<file path="src/rtl/tidec_defines.vh">
//--------------------------------------------------------------
// What this block does
// - Open level stop contact holds drive stopped
// - Level run contact runs only while closed
// - Forward/reverse select levels set direction
// - Level run forward/reverse run, open stops
// - Keypad mode: enable starts or awaits key
// - Fieldbus start accepted only while enabled
// - Start pulse rising edge starts if stop closed
// - Paired start needs both active, stop closed
// - Stop contact falling edge stops the drive
// - Directional start pulses start that direction
// - Paired fast stop uses fast ramp
// - Fast stop contact falling edge, fast ramp
// - External trip on opening, code by format
// - Analog reference from input one or two
// - Single preset speed as reference
// - Two bits pick one of four presets
// - Keypad speed as reference
// - Fieldbus speed as reference
// - Analog feeds process loop, output is reference
// - Normally open closes, normally closed opens
// - Step speed up/down by first preset
//--------------------------------------------------------------
`ifndef TIDEC_DEFINES_VH
`define TIDEC_DEFINES_VH

// Register byte addresses
`define TIDEC_ADDR_CTRL 8'h00
`define TIDEC_ADDR_FUNC 8'h04
`define TIDEC_ADDR_PRE01 8'h08
`define TIDEC_ADDR_PRE23 8'h0C
`define TIDEC_ADDR_STATUS 8'h10
`define TIDEC_ADDR_SPEED 8'h14

// Control register fields
`define TIDEC_CTRL_MODE 1:0
`define TIDEC_CTRL_KPD_AUTO 2
`define TIDEC_CTRL_AI2_FMT 3
`define TIDEC_CTRL_TRIP_CLR 4
`define TIDEC_CTRL_BASE_SRC 7:5
`define TIDEC_CTRL_ALT_SRC 10:8
`define TIDEC_CTRL_PRESET 12:11
`define TIDEC_CTRL_FB_SEL 13
`define TIDEC_CTRL_RESET 32'h0000_0000
`define TIDEC_FUNC_RESET 32'h0000_0000

// Control modes
`define TIDEC_MODE_TERM 2'h0
`define TIDEC_MODE_KPD 2'h1
`define TIDEC_MODE_BUS 2'h2

// Terminal functions
`define TIDEC_FN_NONE 5'h00
`define TIDEC_FN_STOP_LVL 5'h01
`define TIDEC_FN_RUN_LVL 5'h02
`define TIDEC_FN_FWD_SEL 5'h03
`define TIDEC_FN_REV_SEL 5'h04
`define TIDEC_FN_RUN_FORWARD_LEVEL 5'h05
`define TIDEC_FN_RUN_REVERSE_LEVEL 5'h06
`define TIDEC_FN_START 5'h07
`define TIDEC_FN_START_PAIR 5'h08
`define TIDEC_FN_STOP_NC 5'h09
`define TIDEC_FN_START_FORWARD_PULSE 5'h0A
`define TIDEC_FN_START_REVERSE_PULSE 5'h0B
`define TIDEC_FN_FAST_PAIR 5'h0C
`define TIDEC_FN_FAST_NC 5'h0D
`define TIDEC_FN_TRIP_NC 5'h0E
`define TIDEC_FN_ALT_REF 5'h0F
`define TIDEC_FN_PRE_B0 5'h10
`define TIDEC_FN_PRE_B1 5'h11
`define TIDEC_FN_STEP_UP 5'h12
`define TIDEC_FN_STEP_DN 5'h13

// Speed sources
`define TIDEC_SRC_AI1 3'h0
`define TIDEC_SRC_AI2 3'h1
`define TIDEC_SRC_PRESET 3'h2
`define TIDEC_SRC_GROUP 3'h3
`define TIDEC_SRC_KPD 3'h4
`define TIDEC_SRC_BUS 3'h5
`define TIDEC_SRC_LOOP 3'h6
`define TIDEC_SRC_STEP 3'h7

// Timing
`define TIDEC_CLK_MHZ 50
`define TIDEC_DEBOUNCE_US 1000
`define TIDEC_DEBOUNCE_CYC (`TIDEC_DEBOUNCE_US * `TIDEC_CLK_MHZ)

`endif

</file>
<file path="src/rtl/tidec_core.v">
`timescale 1ns/1ns
`default_nettype none
`include "tidec_defines.vh"

module tidec_core #(
  parameter NUM_TERM = 4,
  parameter CNT_W = 16,
  parameter [15:0] DEBOUNCE_CYCLES = `TIDEC_DEBOUNCE_CYC
) (
  // Clock and reset
  input wire pclk,
  input wire presetn,
  // APB slave
  input wire psel,
  input wire penable,
  input wire pwrite,
  input wire [7:0] paddr,
  input wire [31:0] pwdata,
  output reg [31:0] prdata,
  output reg pready,
  output reg pslverr,
  // Control terminals
  input wire [3:0] term_in,
  input wire hw_enable,
  // Keypad and fieldbus commands
  input wire keypad_start_key,
  input wire keypad_stop_key,
  input wire fieldbus_start,
  input wire fieldbus_stop,
  // Reference inputs
  input wire [11:0] analog_input_one,
  input wire [11:0] analog_input_two,
  input wire [15:0] keypad_speed,
  input wire [15:0] fieldbus_speed,
  input wire [15:0] process_loop_output,
  // Drive commands
  output reg drive_run,
  output reg drive_reverse,
  output reg fast_stop_ramp,
  output reg drive_trip,
  output reg trip_code_sel,
  output reg [15:0] speed_ref,
  output reg [2:0] speed_source,
  output reg [11:0] process_loop_feedback
);

  //------------------------------------------------------------
  // Terminal synchronisers and debounce
  //------------------------------------------------------------
  wire [4:0] raw_in;
  wire [4:0] clean;
  wire [4:0] rise;
  wire [4:0] fall;

  assign raw_in = {hw_enable, term_in};

  genvar g;
  generate
    for (g = 0; g < NUM_TERM + 1; g = g + 1) begin : deb
      reg s1;
      reg s2;
      reg s3;
      reg lvl;
      reg lvl_d;
      reg [CNT_W-1:0] cnt;
      always @(posedge pclk or negedge presetn) begin
        if (!presetn) begin
          s1 <= 1'b0;
          s2 <= 1'b0;
          s3 <= 1'b0;
          lvl <= 1'b0;
          lvl_d <= 1'b0;
          cnt <= {CNT_W{1'b0}};
        end else begin
          s1 <= raw_in[g];
          s2 <= s1;
          s3 <= s2;
          lvl_d <= lvl;
          if (s2 != s3 || s3 == lvl) begin
            cnt <= {CNT_W{1'b0}};
          end else if (cnt >= DEBOUNCE_CYCLES - 16'h0001) begin
            cnt <= {CNT_W{1'b0}};
            lvl <= s3;
          end else begin
            cnt <= cnt + {{(CNT_W-1){1'b0}}, 1'b1};
          end
        end
      end
      assign clean[g] = lvl;
      assign rise[g] = lvl & ~lvl_d;
      assign fall[g] = ~lvl & lvl_d;
    end
  endgenerate

  wire en_lvl;
  wire en_rise;

  assign en_lvl = clean[4];
  assign en_rise = rise[4];

  //------------------------------------------------------------
  // Registers
  //------------------------------------------------------------
  reg [31:0] ctrl;
  reg [31:0] func;
  reg [31:0] pre01;
  reg [31:0] pre23;
  reg [15:0] step_ref;

  wire [1:0] mode;
  wire [15:0] preset0;

  assign mode = ctrl[`TIDEC_CTRL_MODE];
  assign preset0 = pre01[15:0];

  wire wr_en;
  wire trip_clr;

  assign wr_en = psel & penable & pready & pwrite;
  assign trip_clr = wr_en && paddr == `TIDEC_ADDR_CTRL &&
                    pwdata[`TIDEC_CTRL_TRIP_CLR];

  //------------------------------------------------------------
  // Terminal function decode
  //------------------------------------------------------------
  reg stop_open;
  reg lvl_mode;
  reg run_lvl;
  reg fsel;
  reg rsel;
  reg rfwd;
  reg rrev;
  reg p_start;
  reg p_fwd;
  reg p_rev;
  reg sp_seen;
  reg sp_all;
  reg sp_rise;
  reg fp_seen;
  reg fp_all;
  reg fp_rise;
  reg nc_ok;
  reg stop_fall;
  reg fast_fall;
  reg trip_fall;
  reg alt_on;
  reg pb0;
  reg pb1;
  reg step_up;
  reg step_dn;
  reg [4:0] fn;
  integer i;

  always @* begin
    stop_open = 1'b0;
    lvl_mode = 1'b0;
    run_lvl = 1'b0;
    fsel = 1'b0;
    rsel = 1'b0;
    rfwd = 1'b0;
    rrev = 1'b0;
    p_start = 1'b0;
    p_fwd = 1'b0;
    p_rev = 1'b0;
    sp_seen = 1'b0;
    sp_all = 1'b1;
    sp_rise = 1'b0;
    fp_seen = 1'b0;
    fp_all = 1'b1;
    fp_rise = 1'b0;
    nc_ok = 1'b1;
    stop_fall = 1'b0;
    fast_fall = 1'b0;
    trip_fall = 1'b0;
    alt_on = 1'b0;
    pb0 = 1'b0;
    pb1 = 1'b0;
    step_up = 1'b0;
    step_dn = 1'b0;
    fn = 5'h00;
    for (i = 0; i < NUM_TERM; i = i + 1) begin
      fn = func[5*i +: 5];
      case (fn)
        `TIDEC_FN_STOP_LVL: begin
          stop_open = stop_open | ~clean[i];
          nc_ok = nc_ok & clean[i];
        end
        `TIDEC_FN_RUN_LVL: begin
          lvl_mode = 1'b1;
          run_lvl = run_lvl | clean[i];
        end
        `TIDEC_FN_FWD_SEL: fsel = fsel | clean[i];
        `TIDEC_FN_REV_SEL: rsel = rsel | clean[i];
        `TIDEC_FN_RUN_FORWARD_LEVEL: begin
          lvl_mode = 1'b1;
          run_lvl = run_lvl | clean[i];
          rfwd = rfwd | clean[i];
        end
        `TIDEC_FN_RUN_REVERSE_LEVEL: begin
          lvl_mode = 1'b1;
          run_lvl = run_lvl | clean[i];
          rrev = rrev | clean[i];
        end
        `TIDEC_FN_START: p_start = p_start | rise[i];
        `TIDEC_FN_START_PAIR: begin
          sp_seen = 1'b1;
          sp_all = sp_all & clean[i];
          sp_rise = sp_rise | rise[i];
        end
        `TIDEC_FN_STOP_NC: begin
          stop_fall = stop_fall | fall[i];
          nc_ok = nc_ok & clean[i];
        end
        `TIDEC_FN_START_FORWARD_PULSE: p_fwd = p_fwd | rise[i];
        `TIDEC_FN_START_REVERSE_PULSE: p_rev = p_rev | rise[i];
        `TIDEC_FN_FAST_PAIR: begin
          fp_seen = 1'b1;
          fp_all = fp_all & clean[i];
          fp_rise = fp_rise | rise[i];
        end
        `TIDEC_FN_FAST_NC: begin
          fast_fall = fast_fall | fall[i];
          nc_ok = nc_ok & clean[i];
        end
        `TIDEC_FN_TRIP_NC: trip_fall = trip_fall | fall[i];
        `TIDEC_FN_ALT_REF: alt_on = alt_on | clean[i];
        `TIDEC_FN_PRE_B0: pb0 = pb0 | clean[i];
        `TIDEC_FN_PRE_B1: pb1 = pb1 | clean[i];
        `TIDEC_FN_STEP_UP: step_up = step_up | rise[i];
        `TIDEC_FN_STEP_DN: step_dn = step_dn | rise[i];
        default: fn = fn;
      endcase
    end
  end

  //------------------------------------------------------------
  // Run, stop and direction decision
  //------------------------------------------------------------
  wire is_term;
  wire fast_req;
  wire term_start;
  wire kpd_start;
  wire bus_start;
  wire start_req;
  wire stop_req;

  assign is_term = mode == `TIDEC_MODE_TERM;
  assign fast_req = (fp_seen & fp_all & fp_rise) | fast_fall;
  assign term_start = is_term & nc_ok &
                      (p_start | p_fwd | p_rev |
                       (sp_seen & sp_all & sp_rise) |
                       (lvl_mode & run_lvl & ~drive_run));
  assign kpd_start = mode == `TIDEC_MODE_KPD & en_lvl &
                     ((en_rise & ctrl[`TIDEC_CTRL_KPD_AUTO]) |
                      keypad_start_key);
  assign bus_start = mode == `TIDEC_MODE_BUS & en_lvl &
                     fieldbus_start;
  assign start_req = term_start | kpd_start | bus_start;
  assign stop_req = stop_open | stop_fall | fast_req |
                    trip_fall | drive_trip |
                    (is_term & lvl_mode & ~run_lvl) |
                    (~is_term & ~en_lvl) |
                    keypad_stop_key | fieldbus_stop;

  reg next_rev;

  always @* begin
    next_rev = drive_reverse;
    if (rsel) begin
      next_rev = 1'b1;
    end else if (fsel) begin
      next_rev = 1'b0;
    end
    if (rrev) begin
      next_rev = 1'b1;
    end else if (rfwd) begin
      next_rev = 1'b0;
    end
    if (is_term & nc_ok & p_rev) begin
      next_rev = 1'b1;
    end else if (is_term & nc_ok & p_fwd) begin
      next_rev = 1'b0;
    end
  end

  always @(posedge pclk or negedge presetn) begin
    if (!presetn) begin
      drive_run <= 1'b0;
      drive_reverse <= 1'b0;
      fast_stop_ramp <= 1'b0;
      drive_trip <= 1'b0;
      trip_code_sel <= 1'b0;
    end else begin
      drive_reverse <= next_rev;
      if (stop_req) begin
        drive_run <= 1'b0;
      end else if (start_req) begin
        drive_run <= 1'b1;
      end
      if (fast_req) begin
        fast_stop_ramp <= 1'b1;
      end else if (start_req & ~stop_req) begin
        fast_stop_ramp <= 1'b0;
      end
      if (trip_fall) begin
        drive_trip <= 1'b1;
        trip_code_sel <= ctrl[`TIDEC_CTRL_AI2_FMT];
      end else if (trip_clr) begin
        drive_trip <= 1'b0;
      end
    end
  end

  //------------------------------------------------------------
  // Speed reference selection
  //------------------------------------------------------------
  reg [2:0] src;
  reg [15:0] next_ref;
  reg [15:0] pre_sel;
  reg [15:0] grp_sel;
  reg [17:0] sum;

  always @* begin
    src = alt_on ? ctrl[`TIDEC_CTRL_ALT_SRC] : ctrl[`TIDEC_CTRL_BASE_SRC];
    case (ctrl[`TIDEC_CTRL_PRESET])
      2'h0: pre_sel = pre01[15:0];
      2'h1: pre_sel = pre01[31:16];
      2'h2: pre_sel = pre23[15:0];
      default: pre_sel = pre23[31:16];
    endcase
    case ({pb1, pb0})
      2'h0: grp_sel = pre01[15:0];
      2'h1: grp_sel = pre01[31:16];
      2'h2: grp_sel = pre23[15:0];
      default: grp_sel = pre23[31:16];
    endcase
    case (src)
      `TIDEC_SRC_AI1: next_ref = {4'h0, analog_input_one};
      `TIDEC_SRC_AI2: next_ref = {4'h0, analog_input_two};
      `TIDEC_SRC_PRESET: next_ref = pre_sel;
      `TIDEC_SRC_GROUP: next_ref = grp_sel;
      `TIDEC_SRC_KPD: next_ref = keypad_speed;
      `TIDEC_SRC_BUS: next_ref = fieldbus_speed;
      `TIDEC_SRC_LOOP: next_ref = process_loop_output;
      default: next_ref = step_ref;
    endcase
    sum = {2'h0, step_ref};
    if (step_up & ~step_dn) begin
      sum = {2'h0, step_ref} + {2'h0, preset0};
    end else if (step_dn & ~step_up) begin
      sum = {2'h0, step_ref} - {2'h0, preset0};
    end
  end

  always @(posedge pclk or negedge presetn) begin
    if (!presetn) begin
      speed_ref <= 16'h0000;
      speed_source <= 3'h0;
      process_loop_feedback <= 12'h000;
      step_ref <= 16'h0000;
    end else begin
      speed_ref <= next_ref;
      speed_source <= src;
      process_loop_feedback <= ctrl[`TIDEC_CTRL_FB_SEL] ?
                               analog_input_two :
                               analog_input_one;
      if (sum[17]) begin
        step_ref <= 16'h0000;
      end else if (sum[16]) begin
        step_ref <= 16'hFFFF;
      end else begin
        step_ref <= sum[15:0];
      end
    end
  end

  //------------------------------------------------------------
  // APB slave
  //------------------------------------------------------------
  reg [31:0] rd_mux;
  reg rd_err;

  always @* begin
    rd_err = 1'b0;
    case (paddr)
      `TIDEC_ADDR_CTRL: rd_mux = ctrl;
      `TIDEC_ADDR_FUNC: rd_mux = func;
      `TIDEC_ADDR_PRE01: rd_mux = pre01;
      `TIDEC_ADDR_PRE23: rd_mux = pre23;
      `TIDEC_ADDR_STATUS: rd_mux = {16'h0000, 3'h0, clean,
                                    speed_source, trip_code_sel,
                                    drive_trip, fast_stop_ramp,
                                    drive_reverse, drive_run};
      `TIDEC_ADDR_SPEED: rd_mux = {step_ref, speed_ref};
      default: begin
        rd_mux = 32'h0000_0000;
        rd_err = 1'b1;
      end
    endcase
  end

  always @(posedge pclk or negedge presetn) begin
    if (!presetn) begin
      prdata <= 32'h0000_0000;
      pready <= 1'b0;
      pslverr <= 1'b0;
      ctrl <= `TIDEC_CTRL_RESET;
      func <= `TIDEC_FUNC_RESET;
      pre01 <= 32'h0000_0000;
      pre23 <= 32'h0000_0000;
    end else begin
      pready <= psel & penable & ~pready;
      pslverr <= psel & penable & ~pready & rd_err;
      if (psel & penable & ~pready & (~pwrite | rd_err)) begin
        prdata <= rd_mux;
      end
      if (wr_en) begin
        case (paddr)
          `TIDEC_ADDR_CTRL: begin
            ctrl <= pwdata & 32'h0000_3FEF;
          end
          `TIDEC_ADDR_FUNC: func <= pwdata & 32'h000F_FFFF;
          `TIDEC_ADDR_PRE01: pre01 <= pwdata;
          `TIDEC_ADDR_PRE23: pre23 <= pwdata;
          default: ctrl <= ctrl;
        endcase
      end
    end
  end

endmodule // tidec_core

`default_nettype wire

</file>
<file path="config.mk">
export PLATFORM = sky130hd
export DESIGN_NAME = tidec_core
export DESIGN_NICKNAME = d
export VERILOG_FILES = /design/src/rtl/tidec_core.v
export VERILOG_INCLUDE_DIRS = /design/src /design/src/rtl
export SDC_FILE = /design/constraint.sdc
export NUM_CORES = 1
export LEC_CHECK = 0
export ABC_CLOCK_PERIOD_IN_PS = 4700
export BUFFER_PORTS_ARGS = -buffer_cell sky130_fd_sc_hd__buf_4
export CAP_MARGIN = 10
export CELL_PAD_IN_SITES_DETAIL_PLACEMENT = 0
export CELL_PAD_IN_SITES_GLOBAL_PLACEMENT = 1
export CORE_ASPECT_RATIO = 1.75
export CORE_MARGIN = 2
export CORE_UTILIZATION = 50
export DETAILED_ROUTE_END_ITERATION = 6
export GPL_TIMING_DRIVEN = 0
export PLACE_DENSITY_LB_ADDON = 0.15
export RECOVER_POWER = 100
export SETUP_SLACK_MARGIN = 0.02
export SYNTH_ARGS = -nofsm -noshare
export SYNTH_HDL_FRONTEND = slang
export SYNTH_SLANG_ARGS = --single-unit
</file>
<file path="constraint.sdc">
create_clock -name pclk -period 4.7 [get_ports pclk]
set_clock_uncertainty 0.05 [all_clocks]
set_input_delay 0.47 -clock pclk [delete_from_list [all_inputs] [get_ports pclk]]
set_output_delay 0.47 -clock pclk [all_outputs]
set_load 0.005 [all_outputs]
</file>
[Word level (Yosys, flattened, before mapping)]
Cells that the tools add are included.
Word-level totals
  register bits after elaboration: 288
  input bits: 126
  output and inout bits: 70
  word-level logic and storage cells: 471
Operators by class
  add/subtract/negate cells: 7
  $lt $le $gt $ge: 5
  equality and inequality tests: 103
  mux-type cells: 133
  bitwise gates (word level): 142
  reductions and logical operators: 35
Operators by type and width (number)
  $mux 16: 12
  $pmux 32 s6: 1
  $eq 5x4->1 const B: 32
  $mux 1: 113
  $pmux 16 s7: 1
  $pmux 16 s3: 2
  $add 16x1->16 const B: 5
  $eq 5x3->1 const B: 16
  $eq 5x5->1 const B: 16
  $ge 16x16->1 const B: 5
  $or 1x1->1: 74
  $and 1x1->1: 45
  $eq 5x2->1 const B: 8
  $mux 18: 2
  $reduce_or 3->1: 8
  $not 1->1: 23
  $eq 5x1->1 const B: 4
  $reduce_and 2->1: 9
  $add 16x16->17: 1
  $sub 16x16->17: 1
  $eq 8x4->1 const B: 2
  $eq 8x5->1 const B: 2
  $mux 12: 1
  $eq 3x3->1 const B: 3
  other kinds (17): 39

[Longest topological paths before layout]
Gate-level depths: netlist (run 1).
  depth in word-level cells: 22
  gate-level depth with buffers: 14
  depth with buffers taken out: 12

[Worst setup path after synthesis (run 1)]
Ideal clock, no wire load.
  path kind: register to register
  from: register func[4]
  to: register step_ref[8]
  setup time: 0.083 ns
  arrival time: 2.773 ns
  required time: 4.567 ns
  slack: 1.795 ns
  stages on the path, launching flop included: 14
  path buffers: 3
  period minus slack after synthesis: 2.905 ns
  cells stage by stage: dfrtp_1 clkbuf_1 nand4bb_1 nor2_1 and3_1 or4_1 inv_1 ha_1 clkbuf_1 nand2b_1 o311ai_2 buf_2 a221oi_1 o21ai_0
Between the ends
  word-level cells in the longest chain between the ends: 14
  elaborated cells on any way between the ends: 25
  classes of those cells: eq/ne (2); mux (12); bitwise (10); reduce/logical (1)
Ends and longest elaborated chain
  start: declaration: line tidec_core.v:105  | reg [31:0] func;
  start signal: assignment: line tidec_core.v:408  | func <= `TIDEC_FUNC_RESET;
  start signal: assignment: line tidec_core.v:422  | `TIDEC_ADDR_FUNC: func <= pwdata & 32'h000F_FFFF;
  $eq 5x5->1: line tidec_core.v:183  | case (fn)
  $mux 1: line tidec_core.v:183
  $or 1x1->1: line tidec_core.v:229  | `TIDEC_FN_STEP_UP: step_up = step_up | rise[i];
  $mux 1: line tidec_core.v:183
  $or 1x1->1: line tidec_core.v:229
  $mux 1: line tidec_core.v:183
  $or 1x1->1: line tidec_core.v:229
  $mux 1: line tidec_core.v:183
  $not 1->1: line tidec_core.v:350  | end else if (step_dn & ~step_up) begin
  $and 1x1->1: line tidec_core.v:350
  $mux 18: line tidec_core.v:350
  $mux 18: line tidec_core.v:348  | if (step_up & ~step_dn) begin
  $mux 16: line tidec_core.v:369  | end else if (sum[16]) begin
  $mux 16: line tidec_core.v:367  | if (sum[17]) begin
  end signal: assignment: line tidec_core.v:372  | step_ref <= sum[15:0];
  end: declaration: line tidec_core.v:108  | reg [15:0] step_ref;
Parallel ways exist; a longest one is shown, timed or not. The select of a mux whose other input is x is not followed.
A chain may end at the register's enable or synchronous reset.

[Worst setup path in the final report (run 1)]
  from: register deb[0].lvl
  to: register speed_ref[13]
Between the ends
  word-level cells in the longest chain between the ends: 10
  elaborated cells on any way between the ends: 34
  classes of those cells: eq/ne (8); mux (15); bitwise (9); reduce/logical (2)
Ends and longest elaborated chain
  start: declaration: line tidec_core.v:63  | reg lvl;
  start signal: assignment: line tidec_core.v:71  | lvl <= 1'b0;
  start signal: assignment: line tidec_core.v:83  | lvl <= s3;
  $mux 1 *: line tidec_core.v:183
  $or 1x1->1: line tidec_core.v:226  | `TIDEC_FN_ALT_REF: alt_on = alt_on | clean[i];
  $mux 1 *: line tidec_core.v:183
  $or 1x1->1: line tidec_core.v:226
  $mux 1 *: line tidec_core.v:183
  $or 1x1->1: line tidec_core.v:226
  $mux 1 *: line tidec_core.v:183
  $mux 3 *: line tidec_core.v:324  | src = alt_on ? ctrl[`TIDEC_CTRL_ALT_SRC] : ctrl[`TIDEC_CTRL_BASE_SRC];
  net src[0]: line tidec_core.v:317  | reg [2:0] src;
  $eq 3x3->1 (tied with other cells): line tidec_core.v:337  | case (src)
  $pmux 16 s7 *: line tidec_core.v:337
  net next_ref[13]: line tidec_core.v:318  | reg [15:0] next_ref;
  end signal: assignment: line tidec_core.v:362  | speed_ref <= next_ref;
  end: declaration: line tidec_core.v:42  | output reg [15:0] speed_ref,
The timed path passes the listed nets; every way through them passes the cells marked *.

==> results of run 1 <==
per-stage QoR:
step / total power (uW) / util [%] / setup slack, ps / instance area (sq um)
detailed placement: 2910 / 56.5 / 631 / 18900
finish: 5350 / 59.5 / 379 / 20000
global placement: 2900 / 56.3 / 649 / 18900
floorplan: 2670 / - / 1790 / 16800
global route: 5490 / 59.5 / 267 / 19900
CTS: 5380 / 59.7 / 600 / 20000
per-layer routing:
metal / global-route usage, % / part of all wire, %
met5: 0 / 0
met3: 5.95 / 5.2
met1: 36.1 / 32
met4: 33.0 / 11
met2: 67.3 / 52
cell usage in the layout (no fill, tap or decap), types with 19 or more instances in the layout:
| cell type | instances |
|---|---|
| nor2b_1 | 25 |
| a221oi_1 | 19 |
| a211oi_1 | 26 |
| xnor2_1 | 45 |
| ha_1 | 39 |
| a22o_1 | 32 |
| mux2i_1 | 37 |
| inv_1 | 50 |
| nor2_1 | 186 |
| a21oi_1 | 72 |
| nor3_1 | 30 |
| dfrtp_1 | 288 |
| clkbuf_4 | 71 |
| clkbuf_16 | 29 |
| mux2_2 | 109 |
| nand3_1 | 54 |
| clkbuf_1 | 87 |
| o22ai_1 | 25 |
| buf_4 | 120 |
| and3_1 | 35 |
| nand2_1 | 189 |
| o21ai_0 | 86 |
| xor2_1 | 43 |
| nand2b_1 | 23 |
power by group through the flow:
stage                     Combinational, uW  Sequential (uW)  Clock (uW)
after floorplan                        98.5             2570           0
after global placement                  315             2590           0
after detailed placement                327             2590           0
after CTS                               332             2540        2500
after global routing                    355             2540        2590
final                                   327             2540        2480
worst max-delay path: stages, from the launching register on:
cell and delay, ps:
dfrtp_1 360, clkbuf_2 270, nand4b_2 240, o22ai_1 800, nor2_4 150, mux2i_1 740, inv_1 200, buf_2 260
nand2_1 340, clkbuf_1 540, o32a_1 310
flip-flops by register name, summed over array words and instances, names as in the netlist, 5 cells and up:
signal / count
speed_ref: 16
deb.lvl: 5
process_loop_feedback: 12
deb.s1: 5
deb.s3: 5
pre23: 32
deb.s2: 5
step_ref: 16
deb.lvl_d: 5
ctrl: 13
deb.cnt: 80
func: 20
pre01: 32
prdata: 32
area by class of cell:
| class | instances | area, sq um | area share [%] |
|---|---|---|---|
| multi-input cells | 1313 | 8990 | 45.0 |
| flip-flops and latches | 288 | 7210 | 36.1 |
| repair buffers | 204 | 1560 | 7.83 |
| clock buffers | 38 | 830 | 4.16 |
| well taps | 455 | 569 | 2.85 |
| plain buffers | 103 | 430 | 2.16 |
| inverters | 51 | 194 | 0.972 |
| clock inverters | 13 | 169 | 0.847 |
| diodes | 2 | 5.00 | 0.0251 |
worst max-delay path by stage:
| stage | to | slack [ps] | depth (start not counted) |
|---|---|---|---|
| final | speed_ref[13] | 380 | 10 |
| after global routing | speed_ref[10] | 270 | 2 |
| after CTS | step_ref[9] | 600 | 13 |
| after detailed placement | step_ref[9] | 630 | 13 |
| after global placement | step_ref[15] | 650 | 1 |
| after floorplan | step_ref[8] | 1790 | 13 |
cell usage after synthesis, types with 9 or more instances:
| library cell | instances |
|---|---|
| xor2_1 | 43 |
| a221oi_1 | 19 |
| buf_2 | 18 |
| mux2_2 | 109 |
| ha_1 | 39 |
| dfrtp_1 | 288 |
| a221o_1 | 14 |
| and3_1 | 35 |
| mux2i_1 | 36 |
| nor2b_1 | 25 |
| nor3b_1 | 10 |
| nand3_1 | 54 |
| o31ai_1 | 16 |
| nor3_1 | 30 |
| inv_1 | 50 |
| o22ai_1 | 24 |
| a22o_1 | 32 |
| a211oi_1 | 26 |
| xnor2_1 | 45 |
| nor2_1 | 186 |
| clkbuf_1 | 72 |
| a21oi_1 | 72 |
| nor4_1 | 16 |
| a31oi_1 | 11 |
| o21ai_0 | 86 |
| nand3b_1 | 9 |
| nand2_1 | 188 |
| or3_1 | 14 |
| nand2b_1 | 23 |
| mux4_2 | 16 |
logic make-up (layout without fill, tap and decap cells):
family	after synthesis	in the layout
simple gates	639	639
compound gates	379	379
flops	288	288
mux	166	166
buf+inv	154	409
xor+xnor	88	88
fa+ha+maj	41	41
other cells	0	2
what timing repair did:
item	in CTS	in global routing
hold endpoints to repair	65	0
setup buffers	0	0
hold buffers	6	0
==> metrics.yaml, run 1 <==
synthSimpleGateAreaFrac_pct: 18.3
setup_violations: 0
synth_ff_type: "dfrtp_1"
synth_area_leaders: "dfrtp_1, mux2_2, nand2_1"
holdPathEnd: "pre23[27]"
grt_start_max_net_pins: 121
floorplan.initialDensity_pct: 50.3
fmax_mhz: 231
cts_tree: "done"
dieArea_sq_mm: 0.0352
htreeDepth: 1
power_switching_uw: 1250
cts_buffers: 28
synth_top_family_by_area: "simple AND/OR/NAND/NOR gates"
crit_path_end_kind: "flop"
pwr-share-clk_pct: 46.4
insertion_delay_ps: 580
syn_nets: 1922
cap_violations: 3
seqPwrFrac_pct: 47.5
hold_depth: 2
synthCells: 1755
yosysUniqueCellTypes: 87
reg2reg_depth: 10
synth_seq_cells: 288
drt-total-wl_um: 65200
synth_fa_ha_area_share_pct: 3.13
routedWlPerCell_um: 26.4
portBuffers: 194
hold_viol_final: 0
core_area_sq_mm: 0.0335
grt_pass1_wl_um: 96300
ant_nets: 0
pwr-share-comb_pct: 6.1
ios: 196
crit_path_max_fanout: 10
vias: 15400
ys_warn_count: 0
synth_area_sq_mm: 0.0168
holdCritStartpoint: "pwdata[27]"
power_density_mw_per_mm2: 268
crit_path_start: "deb[0].lvl"
drc_errors: 0
die_x_um: 143
min_period_ps: 4320
crit_type: "flop to flop"
cts.clk_slew.worst_paths_ps: 70
ys_seq_area_share_pct: 42.8
instances_no_fill: 2467
async_flop_share_pct: 100
antenna_found_initial: 1
cp_data_required_time_ps: 5150
tns_ps: 0
placedCellCount: 2406
row_count: 89
syn2layout_area_growth_pct: 18.4
num-nets-final: 2156
yosys.area.top_type_share_pct: 42.8
violations: "max-capacitance violations, max-slew violations"
cts_sinks: 288
min_period_over_period_pct: 91.9
ir_drop_v: 0.000269
drt_iter0_drc: 1165
r2r_slack_ps: 380
root_buffer: "clkbuf_16"
critPathArrivalTime_ps: 4770
switching_share_pct: 23.3
syn_avg_cell_area_sq_um: 9.60
dp_hpwl_um: 51000
first_pass_iters: 5
whs_ps: 91.4
die_h_um: 247
grt_pass1_vias: 15900
hp-class: "input pin to flop"
p_int_uw: 4100
leakagePower_uw: 0.00903
nFillCells: 3025
r2r-end: "speed_ref[13]"
final_max_slew_viol_count: 82
status: "finished, violations left"
start_kind: "flop"
synth.area.mux_share_pct: 12.0
ctsResizeCount: 0
synth_edf_count: 0
drive_gt1_share_pct: 20.1
slew_headroom_pct: -143
tightest_slew_ps: 3640
r2r_start: "deb[0].lvl"
grt.overflow.total: 0
gp_congestion: 1.08
synth_top_cell_by_area: "dfrtp_1"
viasPerCell: 6.25
grt_use_total_pct: 37.3
synth_compound_area_share_pct: 15.5
synth_xor_area_share_pct: 4.57
rsz0062_at_grt: "no"
clock_path_buffers: 3
No activity file was read; power rests on OpenSTA's default activity.
==> inputs of run 2 (changes only) <==
--- a/config.mk
+++ b/config.mk
@@ -10,3 +10,3 @@
 export BUFFER_PORTS_ARGS = -buffer_cell sky130_fd_sc_hd__buf_4
-export CAP_MARGIN = 10
+export CAP_MARGIN = 30
 export CELL_PAD_IN_SITES_DETAIL_PLACEMENT = 0
==> constraint.sdc (replaced) <==
create_clock -name pclk -period 4.7 [get_ports pclk]
set_clock_uncertainty 0.05 [all_clocks]
set_input_delay 1.41 -clock pclk [delete_from_list [all_inputs] [get_ports pclk]]
set_output_delay 1.41 -clock pclk [all_outputs]
set_load 0.005 [all_outputs]
==> run 2 against run 1 <==
Critical endpoint is now prdata[10]. Worst setup slack worse by 170 ps. The flow finishes with violations (design-rule violations, max-capacitance violations, max-slew violations). Global-route usage down 0.19 points. Fmax down 3.7%. Critical path depth down 2. Largest cell class unchanged. Highest routed layer unchanged. Clock-buffer cell count down 6.
==> metrics.yaml, run 2 (same netlist as run 1, synthesis figures left out) <==
status: "finished, violations left"
violations: "design-rule violations, max-capacitance violations, max-slew violations"
hold_depth: 0  # -2
dpl_cell_area_sq_mm: 0.0190  # about the same
slew_headroom_pct: -108  # +34 points
viasPerCell: 6.22  # -0.45%
ant_nets: 0  # unchanged
cp_data_required_time_ps: 5110  # -40 ps
post_cts_buffers: 0  # unchanged
floorplan.initialDensity_pct: 50.3  # unchanged
htreeDepth: 1  # unchanged
setup_violations: 0  # unchanged
crit_path_max_fanout: 10  # unchanged
cts_tree: "done"
clock_path_buffers: 3  # unchanged
core_area_sq_mm: 0.0335  # unchanged
die_x_um: 143  # unchanged
stdcell_area_sq_mm: 0.0198  # -0.68%
drc_errors: 1  # +1
final_cell_mix: "dfrtp_1, nand2_1, nor2_1"
grt_pass1_wl_um: 95900  # -0.39%
dr_wl_met2_um: 34300  # +0.71%
grt_start_max_net_pins: 121  # unchanged
first_pass_iters: 7  # +2
largest_register_ff_count: 80  # unchanged
wl_met3_um: 3370  # -0.97%
cap_violations: 3  # unchanged
tns_ps: 0  # unchanged
min_period_ps: 4490  # +166 ps
leakagePower_uw: 0.00895  # -0.93%
r2r-end: "speed_ref[10]"
insertion_delay_ps: 570  # about the same
reg2reg_depth: 11  # +1
rsz0062_at_grt: "no"
power_density_mw_per_mm2: 264  # -1.5%
drt_iter0_drc: 1191  # +2.2%
crit_path_cell_trace: "clkbuf_4, nor3_1, nand2_1, nor3b_1, clkbuf_1, a221o_1, o22ai_1, o31ai_1"
row_count: 89  # unchanged
routedLengthMet1_um: 20900  # about the same
grt_pass1_vias: 15800  # -0.80%
num-nets-final: 2150  # -0.28%
vias: 15300  # -0.86%
post-route-util_pct: 59.1  # -0.41 points
postCtsHoldBufs: 0  # -6
dieArea_sq_mm: 0.0352  # unchanged
seq_area_sq_mm: 0.00721  # unchanged
ctsResizeCount: 0  # unchanged
final_common_cell: "dfrtp_1"
portBuffers: 194  # unchanged
r2r_start: "deb[0].lvl"
final_max_slew_viol_count: 82  # unchanged
power_uw: 5230  # -2.2%
routedWlPerCell_um: 26.5  # +0.12%
ir_drop_v: 0.000297  # +10%
fmax_mhz: 223  # -3.7%
cts_buffers: 27  # -3.6%
multi_input_area_sq_mm: 0.00898  # about the same
start_kind: "input pin"
crit_path_end_kind: "flop"
setup_ws_ps: 213  # -166 ps
holdCritStartpoint: "deb[4].s1"
die_h_um: 247  # unchanged
ios: 196  # unchanged
nFillCells: 2997  # -0.93%
grt_use_total_pct: 37.1  # -0.19 points
holdPathEnd: "deb[4].s2"
cp_slowest_cell: "nor3b_1"
top_layer: "met4"
cts.clk_slew.worst_paths_ps: 70  # about the same
crit_path_max_incr_delay_ps: 1510  # +710 ps
critPathArrivalTime_ps: 4900  # +130 ps
gp_congestion: 1.08  # unchanged
hold_viol_final: 0  # unchanged
cts_sinks: 288  # unchanged
hp-class: "flop to flop"
top_register: "deb.cnt"
dp_hpwl_um: 51100  # about the same
preCtsSetupSlack_ps: 386  # -245 ps
syn2layout_area_growth_pct: 17.6
drt-total-wl_um: 65100  # -0.29%
drive_gt1_share_pct: 19.8  # -0.26 points
tightest_slew_ps: 3120  # -517 ps
antenna_found_initial: 1  # unchanged
crit_type: "input pin to flop"
min_period_over_period_pct: 95.5  # +3.5 points
root_buffer: "clkbuf_16"
grt.overflow.total: 0  # unchanged
r2r_slack_ps: 260  # -120 ps
[run 2: how the worst max path moves through the flow]
stage | start | slack [ps] | end | depth (start not counted)
5_1_grt | deb[0].lvl | 150 | speed_ref[10] | 11
3_3_place_gp | presetn | -290 | step_ref[15] | 1
4_1_cts | func[7] | 610 | step_ref[14] | 12
6_report | paddr[5] | 210 | prdata[10] | 8
2_1_floorplan | paddr[5] | 1320 | func[11] | 7
3_5_place_dp | paddr[5] | 390 | prdata[10] | 8
[run 2: cell type report]
type	instances	area share (%)
multi-input combinational	1313	45.3
inverter	51	0.979
clock inverter	15	1.10
buffer	103	2.20
timing repair buffer	199	7.60
clock buffer	32	3.55
sequential	288	36.4
antenna	1	0.0126
tap	455	2.87
[run 2: per-layer routing]
layer | track usage, % | vias to the layer above
met2 | 67.6 | 658
li1 | - | 6786
met5 | 0 | -
met1 | 36.2 | 7576
met3 | 5.58 | 273
met4 | 31.5 | 0
[run 2: worst max-delay path, delay by kind of cell]
family / cells / cell delay, ps
AOI/OAI and AO/OA: 3 / 670
buffers and inverters: 2 / 740
and+or+nand+nor: 3 / 2070
[run 2: metrics by stage]
step / cells / hold WS, ps
3_3_place_gp: 2404 / 283
3_5_place_dp: 2409 / 285
2_1_floorplan: 1755 / 281
4_1_cts: 2456 / 295
5_1_grt: 2456 / 295
6_report: 2457 / 294
[run 2: power by group]
group / internal (uW) / switching [uW]
Sequential: 2510 / 32.4
Combinational: 138 / 186
Clock: 1350 / 1010
